File: src/fcc_pkg.sv
// constants, types and timeout tables for the flash command controller
package fcc_pkg;
   // ------------------------------------------------------------------
   // array geometry
   // ------------------------------------------------------------------
   localparam int unsigned ADDR_W      = 16;
   localparam int unsigned PAGE_BYTES  = 1024;
   localparam int unsigned PAGE_LSB    = 10;
   localparam int unsigned PAGE_W      = 6;
   localparam int unsigned INFO_BYTES  = 256;
   localparam int unsigned INFO_W      = 8;

   // ------------------------------------------------------------------
   // command register layout
   // ------------------------------------------------------------------
   localparam int unsigned CODE_LSB    = 0;
   localparam int unsigned CODE_W      = 5;
   localparam int unsigned FAIL_BIT    = 5;
   localparam int unsigned TSEL_LSB    = 5;
   localparam int unsigned TSEL_W      = 3;
   localparam int unsigned WVFY_BIT    = 7;
   localparam logic [7:0]  CMD_RESET   = 8'h80;
   localparam logic [4:0]  CODE_RESET  = 5'h00;
   localparam logic [2:0]  TSEL_RESET  = 3'h0;

   // command codes
   localparam logic [4:0]  CMD_NOP        = 5'h00;
   localparam logic [4:0]  CMD_MAIN_WRITE = 5'h02;
   localparam logic [4:0]  CMD_MAIN_ERASE = 5'h03;
   localparam logic [4:0]  CMD_INFO_WRITE = 5'h0a;
   localparam logic [4:0]  CMD_INFO_ERASE = 5'h0b;

   // ------------------------------------------------------------------
   // timing
   // ------------------------------------------------------------------
   localparam int unsigned SYS_CLK_HZ  = 10_000_000;
   localparam int unsigned PRESCALE    = 256;
   localparam int unsigned TICK_W      = 14;

   typedef enum logic [1:0] {
      FCC_OP_READ  = 2'b00,
      FCC_OP_WRITE = 2'b01,
      FCC_OP_ERASE = 2'b10
   } fcc_op_t;

   typedef enum logic [2:0] {
      FCC_IDLE  = 3'b000,
      FCC_CHECK = 3'b001,
      FCC_WAIT  = 3'b010,
      FCC_VREQ  = 3'b011,
      FCC_VWAIT = 3'b100,
      FCC_DONE  = 3'b101
   } fcc_state_t;

   // time limit in program clock cycles
   function automatic logic [13:0] fcc_limit(input logic erase, input logic [2:0] tsel);
      logic [13:0] w;
      logic [13:0] e;
      w = 14'h0037;
      e = 14'h153b;
      unique case (tsel)
         3'h0: begin w = 14'h0037; e = 14'h153b; end
         3'h1: begin w = 14'h003c; e = 14'h1741; end
         3'h2: begin w = 14'h0041; e = 14'h1934; end
         3'h3: begin w = 14'h0045; e = 14'h1af1; end
         3'h4: begin w = 14'h004b; e = 14'h1cf0; end
         3'h5: begin w = 14'h0050; e = 14'h1ee2; end
         3'h6: begin w = 14'h0055; e = 14'h20d4; end
         3'h7: begin w = 14'h0059; e = 14'h22b9; end
      endcase
      return erase ? e : w;
   endfunction
endpackage

File: src/fcc_timer.sv
// program clock divider and command timeout counter
`timescale 1ns/100ps
module fcc_timer #(
   parameter int unsigned p_prescale = fcc_pkg::PRESCALE
) (
   input  wire logic        i_clock,
   input  wire logic        i_rst_n,
   input  wire logic        i_clear,
   input  wire logic        i_run,
   input  wire logic [7:0]  i_divider,
   input  wire logic [13:0] i_limit,
   output logic             o_expired
);
   typedef struct packed {
      logic [7:0]  pre;
      logic [7:0]  div;
      logic [13:0] ticks;
      logic        expired;
   } fcc_tmr_t;

   fcc_tmr_t st_r;
   fcc_tmr_t st_nxt;
   logic     pre_wrap;

   // ------------------------------------------------------------------
   // one program clock = prescale * (divider + 1) system clocks
   // ------------------------------------------------------------------
   // prescale then divider
   always_comb begin
      st_nxt   = st_r;
      pre_wrap = (st_r.pre == 8'((p_prescale - 1)));
      if (i_clear) begin
         st_nxt = '0;
      end else if (i_run && !st_r.expired) begin
         st_nxt.pre = pre_wrap ? 8'h00 : st_r.pre + 8'h01;
         if (pre_wrap) begin
            if (st_r.div == i_divider) begin
               st_nxt.div   = 8'h00;
               st_nxt.ticks = st_r.ticks + 14'h0001;
            end else begin
               st_nxt.div = st_r.div + 8'h01;
            end
         end
         st_nxt.expired = (st_nxt.ticks >= i_limit);
      end
   end

   always_ff @(posedge i_clock or negedge i_rst_n) begin
      if (!i_rst_n) begin
         st_r <= '0;
      end else begin
         st_r <= st_nxt;
      end
   end

   assign o_expired = st_r.expired;
endmodule

File: src/fcc_controller.sv
// flash command controller: command register, sequencer, verify and cpu hold
//
// Contract
// - software starts storage commands by writing the command register; fetches bypass it.
// - the cpu is held idle from command acceptance until the command has finished.
// - the main array is 64K bytes in 1024-byte pages and erase works on one page.
// - a separate 256-byte information sector is selected by its own commands.
// - a five-bit command code in the low register bits picks the operation and reads back.
// - after each byte write the location is read back and a mismatch clears the verify flag.
// - the verify flag returns to one whenever another programming command executes.
// - the failure flag is set when the latest command did not complete correctly.
// - reading leaves the failure flag alone; only a new command clears it.
// - an out-of-range or protected address refuses the command and sets failure.
// - a three-bit selector sets the write and erase time limit in program clocks.
// - one program clock is the system clock divided by 256 then by divider plus one.
`timescale 1ns/100ps
module fcc_controller #(
   parameter int unsigned p_prescale = fcc_pkg::PRESCALE
) (
   input  wire logic        i_clock,
   input  wire logic        i_rst_n,
   input  wire logic        i_reg_wr,
   input  wire logic [7:0]  i_reg_wdata,
   input  wire logic [15:0] i_cmd_addr,
   input  wire logic [7:0]  i_cmd_data,
   input  wire logic [7:0]  i_program_clock_divider,
   input  wire logic        i_protect_en,
   input  wire logic [5:0]  i_protect_lo_page,
   input  wire logic [5:0]  i_protect_hi_page,
   input  wire logic        i_flash_done,
   input  wire logic [7:0]  i_flash_rdata,
   output logic [7:0]       o_reg_rdata,
   output logic             o_cpu_hold,
   output logic             o_flash_req,
   output logic [1:0]       o_flash_op,
   output logic             o_flash_info_sector,
   output logic [15:0]      o_flash_addr,
   output logic [7:0]       o_flash_wdata,
   output logic             o_busy
);
   typedef struct packed {
      fcc_pkg::fcc_state_t state;
      logic [4:0]          code;
      logic [2:0]          tsel;
      logic                fail;
      logic                wvfy;
      logic                hold;
      logic                req;
      fcc_pkg::fcc_op_t    op;
      logic                erase;
      logic                info;
      logic [15:0]         addr;
      logic [7:0]          wdata;
      logic [7:0]          rdata;
   } fcc_ctl_t;

   fcc_ctl_t    st_r;
   fcc_ctl_t    st_nxt;
   logic        expired;
   logic        tmr_clear;
   logic        tmr_run;
   logic        known_code;
   logic        is_write;
   logic        is_info;
   logic        addr_bad;
   logic [5:0]  page;

   // ------------------------------------------------------------------
   // command decode and address checks
   // ------------------------------------------------------------------
   always_comb begin
      is_info    = (st_r.code == fcc_pkg::CMD_INFO_WRITE) ||
                   (st_r.code == fcc_pkg::CMD_INFO_ERASE);
      is_write   = (st_r.code == fcc_pkg::CMD_MAIN_WRITE) ||
                   (st_r.code == fcc_pkg::CMD_INFO_WRITE);
      known_code = is_info || is_write || (st_r.code == fcc_pkg::CMD_MAIN_ERASE);
      page       = st_r.addr[15:10];
      // information sector holds only 256 bytes
      // protected page range refuses main-array commands
      addr_bad   = is_info ? (st_r.addr[15:8] != 8'h00)
                           : (i_protect_en && page >= i_protect_lo_page &&
                              page <= i_protect_hi_page);
   end

   // selector and command kind pick the limit
   fcc_timer #(
      .p_prescale (p_prescale)
   ) u_timer (
      .i_clock    (i_clock),
      .i_rst_n    (i_rst_n),
      .i_clear    (tmr_clear),
      .i_run      (tmr_run),
      .i_divider  (i_program_clock_divider),
      .i_limit    (fcc_pkg::fcc_limit(st_r.erase, st_r.tsel)),
      .o_expired  (expired)
   );

   // ------------------------------------------------------------------
   // sequencer
   // ------------------------------------------------------------------
   always_comb begin
      st_nxt    = st_r;
      st_nxt.req = 1'b0;
      tmr_clear = (st_r.state == fcc_pkg::FCC_CHECK);
      tmr_run   = (st_r.state == fcc_pkg::FCC_WAIT) || (st_r.state == fcc_pkg::FCC_VREQ) ||
                  (st_r.state == fcc_pkg::FCC_VWAIT);
      unique case (st_r.state)
         fcc_pkg::FCC_IDLE: begin
            // command write starts a sequence; fail cleared by the new command
            if (i_reg_wr) begin
               st_nxt.code  = i_reg_wdata[4:0];
               st_nxt.tsel  = i_reg_wdata[7:5];
               st_nxt.addr  = i_cmd_addr;
               st_nxt.wdata = i_cmd_data;
               st_nxt.fail  = 1'b0;
               st_nxt.hold  = 1'b1;
               st_nxt.state = fcc_pkg::FCC_CHECK;
            end
         end
         fcc_pkg::FCC_CHECK: begin
            if (st_r.code == fcc_pkg::CMD_NOP) begin
               st_nxt.state = fcc_pkg::FCC_DONE;
            end else if (!known_code || addr_bad) begin
               st_nxt.fail  = 1'b1;
               st_nxt.state = fcc_pkg::FCC_DONE;
            end else begin
               // erase acts on the whole page holding the address
               st_nxt.req   = 1'b1;
               st_nxt.op    = is_write ? fcc_pkg::FCC_OP_WRITE : fcc_pkg::FCC_OP_ERASE;
               st_nxt.erase = !is_write;
               st_nxt.info  = is_info;
               // verify flag back to one on a programming command
               if (is_write) begin
                  st_nxt.wvfy = 1'b1;
               end
               st_nxt.state = fcc_pkg::FCC_WAIT;
            end
         end
         fcc_pkg::FCC_WAIT: begin
            if (i_flash_done) begin
               st_nxt.state = st_r.erase ? fcc_pkg::FCC_DONE : fcc_pkg::FCC_VREQ;
            end else if (expired) begin
               // timeout ends the command with failure
               st_nxt.fail  = 1'b1;
               st_nxt.state = fcc_pkg::FCC_DONE;
            end
         end
         fcc_pkg::FCC_VREQ: begin
            st_nxt.req   = 1'b1;
            st_nxt.op    = fcc_pkg::FCC_OP_READ;
            st_nxt.state = fcc_pkg::FCC_VWAIT;
         end
         fcc_pkg::FCC_VWAIT: begin
            if (i_flash_done) begin
               if (i_flash_rdata != st_r.wdata) begin
                  st_nxt.wvfy = 1'b0;
               end
               st_nxt.state = fcc_pkg::FCC_DONE;
            end else if (expired) begin
               st_nxt.fail  = 1'b1;
               st_nxt.state = fcc_pkg::FCC_DONE;
            end
         end
         fcc_pkg::FCC_DONE: begin
            st_nxt.hold  = 1'b0;
            st_nxt.state = fcc_pkg::FCC_IDLE;
         end
         default: begin
            st_nxt.hold  = 1'b0;
            st_nxt.state = fcc_pkg::FCC_IDLE;
         end
      endcase
      // code reads back in the low bits; reads have no side effect
      st_nxt.rdata = {st_nxt.wvfy, 1'b0, st_nxt.fail, st_nxt.code};
   end

   always_ff @(posedge i_clock or negedge i_rst_n) begin
      if (!i_rst_n) begin
         st_r       <= '0;
         st_r.state <= fcc_pkg::FCC_IDLE;
         st_r.code  <= fcc_pkg::CODE_RESET;
         st_r.tsel  <= fcc_pkg::TSEL_RESET;
         st_r.wvfy  <= 1'b1;
         st_r.rdata <= fcc_pkg::CMD_RESET;
      end else begin
         st_r <= st_nxt;
      end
   end

   assign o_reg_rdata         = st_r.rdata;
   assign o_cpu_hold          = st_r.hold;
   assign o_flash_req         = st_r.req;
   assign o_flash_op          = st_r.op;
   assign o_flash_info_sector = st_r.info;
   assign o_flash_addr        = st_r.addr;
   assign o_flash_wdata       = st_r.wdata;
   assign o_busy              = st_r.hold;
endmodule

File: config.mk
export PLATFORM = sky130hd
export DESIGN_NAME = fcc_controller
export DESIGN_NICKNAME = d
export VERILOG_FILES = /design/src/fcc_pkg.sv /design/src/fcc_timer.sv /design/src/fcc_controller.sv
export SDC_FILE = /design/constraint.sdc
export NUM_CORES = 1
export LEC_CHECK = 0
export ABC_AREA = 1
export BUFFER_PORTS_ARGS = -buffer_cell sky130_fd_sc_hd__buf_2
export CAP_MARGIN = 0
export CORE_MARGIN = 4
export CORE_UTILIZATION = 58
export CTS_BUF_LIST = sky130_fd_sc_hd__clkbuf_4
export DETAILED_ROUTE_END_ITERATION = 12
export GPL_TIMING_DRIVEN = 0
export PLACE_DENSITY = 0.82
export REMOVE_ABC_BUFFERS = 1
export SYNTH_ARGS = -nofsm -noshare
export SYNTH_HDL_FRONTEND = slang
export SYNTH_HIERARCHICAL = 1
export SYNTH_SLANG_ARGS = --single-unit
File: constraint.sdc
create_clock -name i_clock -period 2.7 [get_ports i_clock]
set_input_delay 0.135 -clock i_clock [delete_from_list [all_inputs] [get_ports i_clock]]
set_output_delay 0.135 -clock i_clock [all_outputs]
set_load 0.005 [all_outputs]
; ---- After elaboration in Yosys (flattened, before gate mapping)
; Memories as Yosys holds them, arrays and structs flattened.
; Index checks and enable logic that the tools add are counted.
[totals]
memories = 1
ff_bits = 81
out_inout_bits = 38
word_cells = 102
inputBits = 65
rom_bits = 168
[memory_table]
columns = name, depth, width, read_ports, rd_ports_with_merged_regs, wr, line
row1 = (name not given), 8, 21, 1, 0, 0, fcc_pkg.sv:61  ; unique case (tsel)
[classes]
mux = 35
n_eq_ne = 14
addsub = 3
n_lt_le_gt_ge = 3
n_reduce_logical = 26
bitwise = 3
[op_table]
columns = operator, n
row1 = 2-to-1 mux 22 bit, 3
row2 = 2-to-1 mux 31 bit, 2
row3 = 2-to-1 mux 14 bit, 2
row4 = 2-to-1 mux 8 bit, 3
row5 = 2-to-1 mux 3 bit, 6
row6 = adder 8 x 1 -> 8 bit (second input constant), 2
row7 = one-hot mux 3 bit (5 select lines), 1
row8 = adder 14 x 1 -> 14 bit (second input constant), 1
row9 = greater-or-equal comparator 14 bit, 1
row10 = 2-to-1 mux 12 bit, 1
row11 = equality test 5 x 2 -> 1 bit (second input constant), 2
row12 = equality test 5 x 4 -> 1 bit (second input constant), 2
row13 = 2-to-1 mux 5 bit, 2
row14 = 2-to-1 mux 1 bit, 9
row15 = equality test 8 bit, 1
row16 = equality test 8 bit (second input constant), 1
row17 = inequality test 8 bit, 1
row18 = nonzero test 8 bit, 1
row19 = logical OR 1 bit, 7
row20 = equality test 3 x 2 -> 1 bit (second input constant), 2
row21 = greater-or-equal comparator 6 bit, 1
row22 = <= comparator 6 bit, 1
row23 = inequality test 2 bit (second input constant), 3
row24 = one-hot mux 3 bit (2 select lines), 1
row25 = other kinds (15), 28

; ---- Logic depth before layout (Yosys ltp)
[depth]
word_depth = 9
depth_mapped = 21
depth_no_buf = 20

; ---- Modules after synthesis
; Netlist, hierarchy kept.
[by_module_without_submodules]
columns = module, n_inst, cells_per_inst, seq_area_each_um2, area_per_inst_um2
row1 = fcc_controller, 1, 368, 1077.3, 2867.8
row2 = fcc_timer, 1, 381, 775.7, 2513.7

; ---- Least setup slack after synthesis
; Ideal clock, no wire load.
[synth_path]
kind = register to register
from = register st_r[41] in the netlist's numbering
to = register u_timer.st_r (netlist bit u_timer/o_expired)
t_arrival_ns = 2.222
synth_period_minus_slack_ns = 2.351
n_path_buf = 0
slack_ns = 0.349
t_required_ns = 2.571
setup_ns = 0.129
stages_incl_launch_ff = 15
path_cell_list = dfrtp_1 > inv_1 > ha_1 > or2_2 > a32oi_1 > inv_1 > ha_1 > nand2_1 > nor2_1 > o21ai_0 > inv_1 > o21ai_0 > nand3_1 > nand2_1 > o21ai_0
[synth_via]
elab_chain_len = 5
[synth_lines]
columns = element, line
row1 = from (decl), fcc_controller.sv:57  ; fcc_ctl_t st_r;
row2 = from (signal assigned), fcc_controller.sv:186  ; st_r <= st_nxt;
row3 = memory read (8 x 21 bit), --
row4 = 2-to-1 mux 14 bit, fcc_pkg.sv:71  ; return erase ? e : w;
row5 = greater-or-equal comparator 14 bit, fcc_timer.sv:44  ; st_nxt.expired = (st_nxt.ticks >= i_limit);
row6 = 2-to-1 mux 31 bit, fcc_timer.sv:34  ; end else if (i_run && !st_r.expired) begin
row7 = 2-to-1 mux 31 bit, fcc_timer.sv:32  ; if (i_clear) begin
row8 = to (signal assigned), fcc_timer.sv:52  ; st_r <= st_nxt;
row9 = to (decl), fcc_timer.sv:21  ; fcc_tmr_t st_r;
; No other way between the ends. The select of a mux whose other input is x is not followed.
; A chain may end at the register's enable or synchronous reset.

; ---- Worst setup path in the final report
[layout_path]
from = register st_r[40] in the netlist's numbering
to = register u_timer.st_r (netlist bit u_timer/o_expired)
; The elaborated chain is that of the path after synthesis.

==> impl_metrics.json <==
{
  "synthAdderAreaFrac_pct": 9.30,
  "drt_iter0_drc": 322,
  "startpoint_type": "flop",
  "grt_antenna_before_repair": 0,
  "status": "completed",
  "io_pins": 103,
  "die_area_um2": 10900,
  "worst_pin_slew_ps": 1220,
  "cp_num_cells": 14,
  "async_reset_ff_share_pct": 100,
  "cp_max_fo": 5,
  "route.detailed.drc": 0,
  "final_util_pct": 72.1,
  "cpPeakStageDelay_ps": 460,
  "start_util_pct": 60.5,
  "ant_nets": 0,
  "cts_sinks": 74,
  "grt_overflow": 0,
  "max_cap_violations": 0,
  "crit_path_frequent_cell": "inv_1",
  "numCtsBuffers": 9,
  "critPathKind": "reg2reg",
  "period_needed_ps": 2570,
  "ys_seq_area_share_pct": 34.4,
  "synth_cells": 749,
  "fin_area_um2": 6410,
  "hold_violations": 0,
  "drive_gt1_share_pct": 23.0,
  "dr_total_vias": 5234,
  "clk_latency_ps": 440,
  "crit_slowest_cell": "dfrtp_1",
  "synth_edf_count": 0,
  "power.leakage_nw": 3.58,
  "cp.required_ps": 3030,
  "grt_max_degree": 69,
  "slew_viol_final": 0,
  "max_clock_freq_ghz": 0.389,
  "n_antenna_cell": 0,
  "crit_path_cell_trace": "inv_1, ha_1, or2_2, a32oi_1, inv_1, ha_1, nand2_1, nor2_1, o21ai_0, inv_1, o21ai_1, nand3_2, nand2_2, o21ai_2",
  "cts_root_buffer": "clkbuf_4",
  "slew_headroom_pct": 18.7,
  "setup_viol": 0,
  "grt_pass1_wl_mm": 22.9,
  "min_path_type": "in2async",
  "cp.arrival_ps": 2900,
  "yosys_register_bits": 74,
  "first_pass_iters": 6,
  "rows": 34,
  "layout_worst_path_cycle_share_pct": 95.1,
  "synth_top_family_by_area": "simple AND/OR/NAND/NOR gates",
  "ff2ff_path_depth": 14,
  "grt_util_all_layers_pct": 24.9,
  "synth_compound_area_share_pct": 7.74,
  "viasPerCell": 5.35,
  "wl_per_cell_um": 13.9,
  "yosys.area_share.simple_pct": 31.7,
  "finalSetupTns_ps": 0,
  "critPathTopFamily": "simple AND/OR/NAND/NOR gates",
  "die_x_um": 104,
  "nets": 970,
  "end_kind": "flop",
  "syn-cell-area_um2": 5380,
  "synth_cell_types": 48,
  "synthMuxAreaShare_pct": 0,
  "io_buffers": 101,
  "clock_skew_ps": 29.6,
  "area_delta_synth_final_pct": 19.0,
  "die_h_um": 104,
  "dp_hpwl_mm": 8.74,
  "synthFlopType": "dfrtp_1",
  "gp_congestion": 0.861,
  "place_area_um2": 5670,
  "clk_path_buf_depth": 2,
  "wl_mm": 13.6,
  "ir_drop_mv": 0.584,
  "post_synth_xor_area_fraction_pct": 1.46,
  "power_density_nw_per_um2": 779,
  "cts_tree": "done",
  "core_area_um2": 8890,
  "most-common-layout-cells": "nand2_1, inv_1, buf_2",
  "clk_pin_slew_ps": 130,
  "syn_avg_cell_area_um2": 7.18,
  "yosys_warnings": 6,
  "grt_pass1_vias": 5258,
  "layout_commonest_cell": "nand2_1",
  "htreeDepth": 3,
  "path_buf_inv": 3
}
logic make-up after synthesis:
logic type / Yosys count
AO/OA/AOI/OAI: 67
AND/OR/NAND/NOR: 393
other: 1
adder cells (fa/ha/maj): 40
buffers and inverters: 165
flip-flops: 74
XOR/XNOR: 9
cells in the mapped netlist (7+ instances only):
| library cell | count | share of area (%) |
|---|---|---|
| o21ai_1 | 7 | 0.65 |
| nor3_1 | 11 | 1.0 |
| buf_4 | 37 | 5.2 |
| nand3_1 | 32 | 3.0 |
| o21ai_2 | 7 | 1.1 |
| ha_1 | 40 | 9.3 |
| inv_1 | 109 | 7.6 |
| o21ai_0 | 18 | 1.7 |
| nand2_1 | 253 | 18 |
| nand4_1 | 22 | 2.6 |
| a21oi_1 | 21 | 2.0 |
| dfrtp_1 | 73 | 34 |
| nor2_1 | 48 | 3.3 |
area by class of cell:
type | count | area, um2
clock inverters | 7 | 67.6
inverters | 116 | 450
repair buffers | 153 | 1030
clock buffers | 9 | 67.6
multi-input cells | 511 | 2800
flip-flops and latches | 74 | 1860
well taps | 108 | 135
fillers | 646 | 2480
through the flow:
step / hold slack, ps / std cells / setup slack (ps) / power [mW]
2_1_floorplan: -161 / 700 / 211 / 3.28
3_3_place_gp: 326 / 909 / -197 / 3.94
3_5_place_dp: -25.1 / 910 / -377 / 4.05
4_1_cts: 64.5 / 964 / 11.5 / 4.81
5_1_grt: 71.1 / 978 / -40.1 / 5.43
6_report: 57.0 / 978 / 131 / 4.99
repair_timing:
action,4_1_cts,5_1_grt
resized for setup,6,33
endpoints found under the setup margin,1,1
gates cloned,1,1
hold endpoints to repair,106,0
buffers inserted,3,13
hold buffers,34,0
pin swaps,2,13
power by group:
| group | switching (mW) | internal [mW] | total, mW |
|---|---|---|---|
| Combinational | 1.56 | 0.944 | 2.51 |
| Sequential | 0.341 | 1.43 | 1.77 |
| Clock | 0.432 | 0.279 | 0.712 |
per-layer routing:
metal  up-vias  GRT usage [%]  share of wire, %
met2       204           43.5                50
met5         -              0                 0
met1      2430           28.7                39
li1       2549              -                 -
met3        51           8.01               7.8
met4         0           8.64               2.8
sequential cells by signal, indices dropped and copies added, names as in the netlist:
signal / count
u_timer/o_expired: 1
o_flash_op: 2
o_busy: 1
o_reg_rdata: 3
u_timer/st_r: 30
o_flash_info_sector: 1
o_flash_req: 1
o_flash_addr: 16
o_flash_wdata: 8
st_r: 11
path summary, 6_finish.rpt:
| path | from | to | slack [ps] |
|---|---|---|---|
| min reg2reg | u_timer/st_r[29]$_DFFE_PN0P_ | u_timer/st_r[29]$_DFFE_PN0P_ | 500 |
| max in group asynchronous | i_rst_n | o_reg_rdata[7]$_DFFE_PN1P_ | 2070 |
| min in group i_clock | i_reg_wr | o_busy$_DFFE_PN0P_ | 110 |
| max | st_r[40]$_DFFE_PN0P_ | u_timer/o_expired$_DFFE_PN0P_ | 130 |
| min | i_rst_n | st_r[42]$_DFFE_PN0P_ | 60 |
| max reg2reg | st_r[40]$_DFFE_PN0P_ | u_timer/o_expired$_DFFE_PN0P_ | 130 |
No activity file was read; power rests on OpenSTA's default activity.
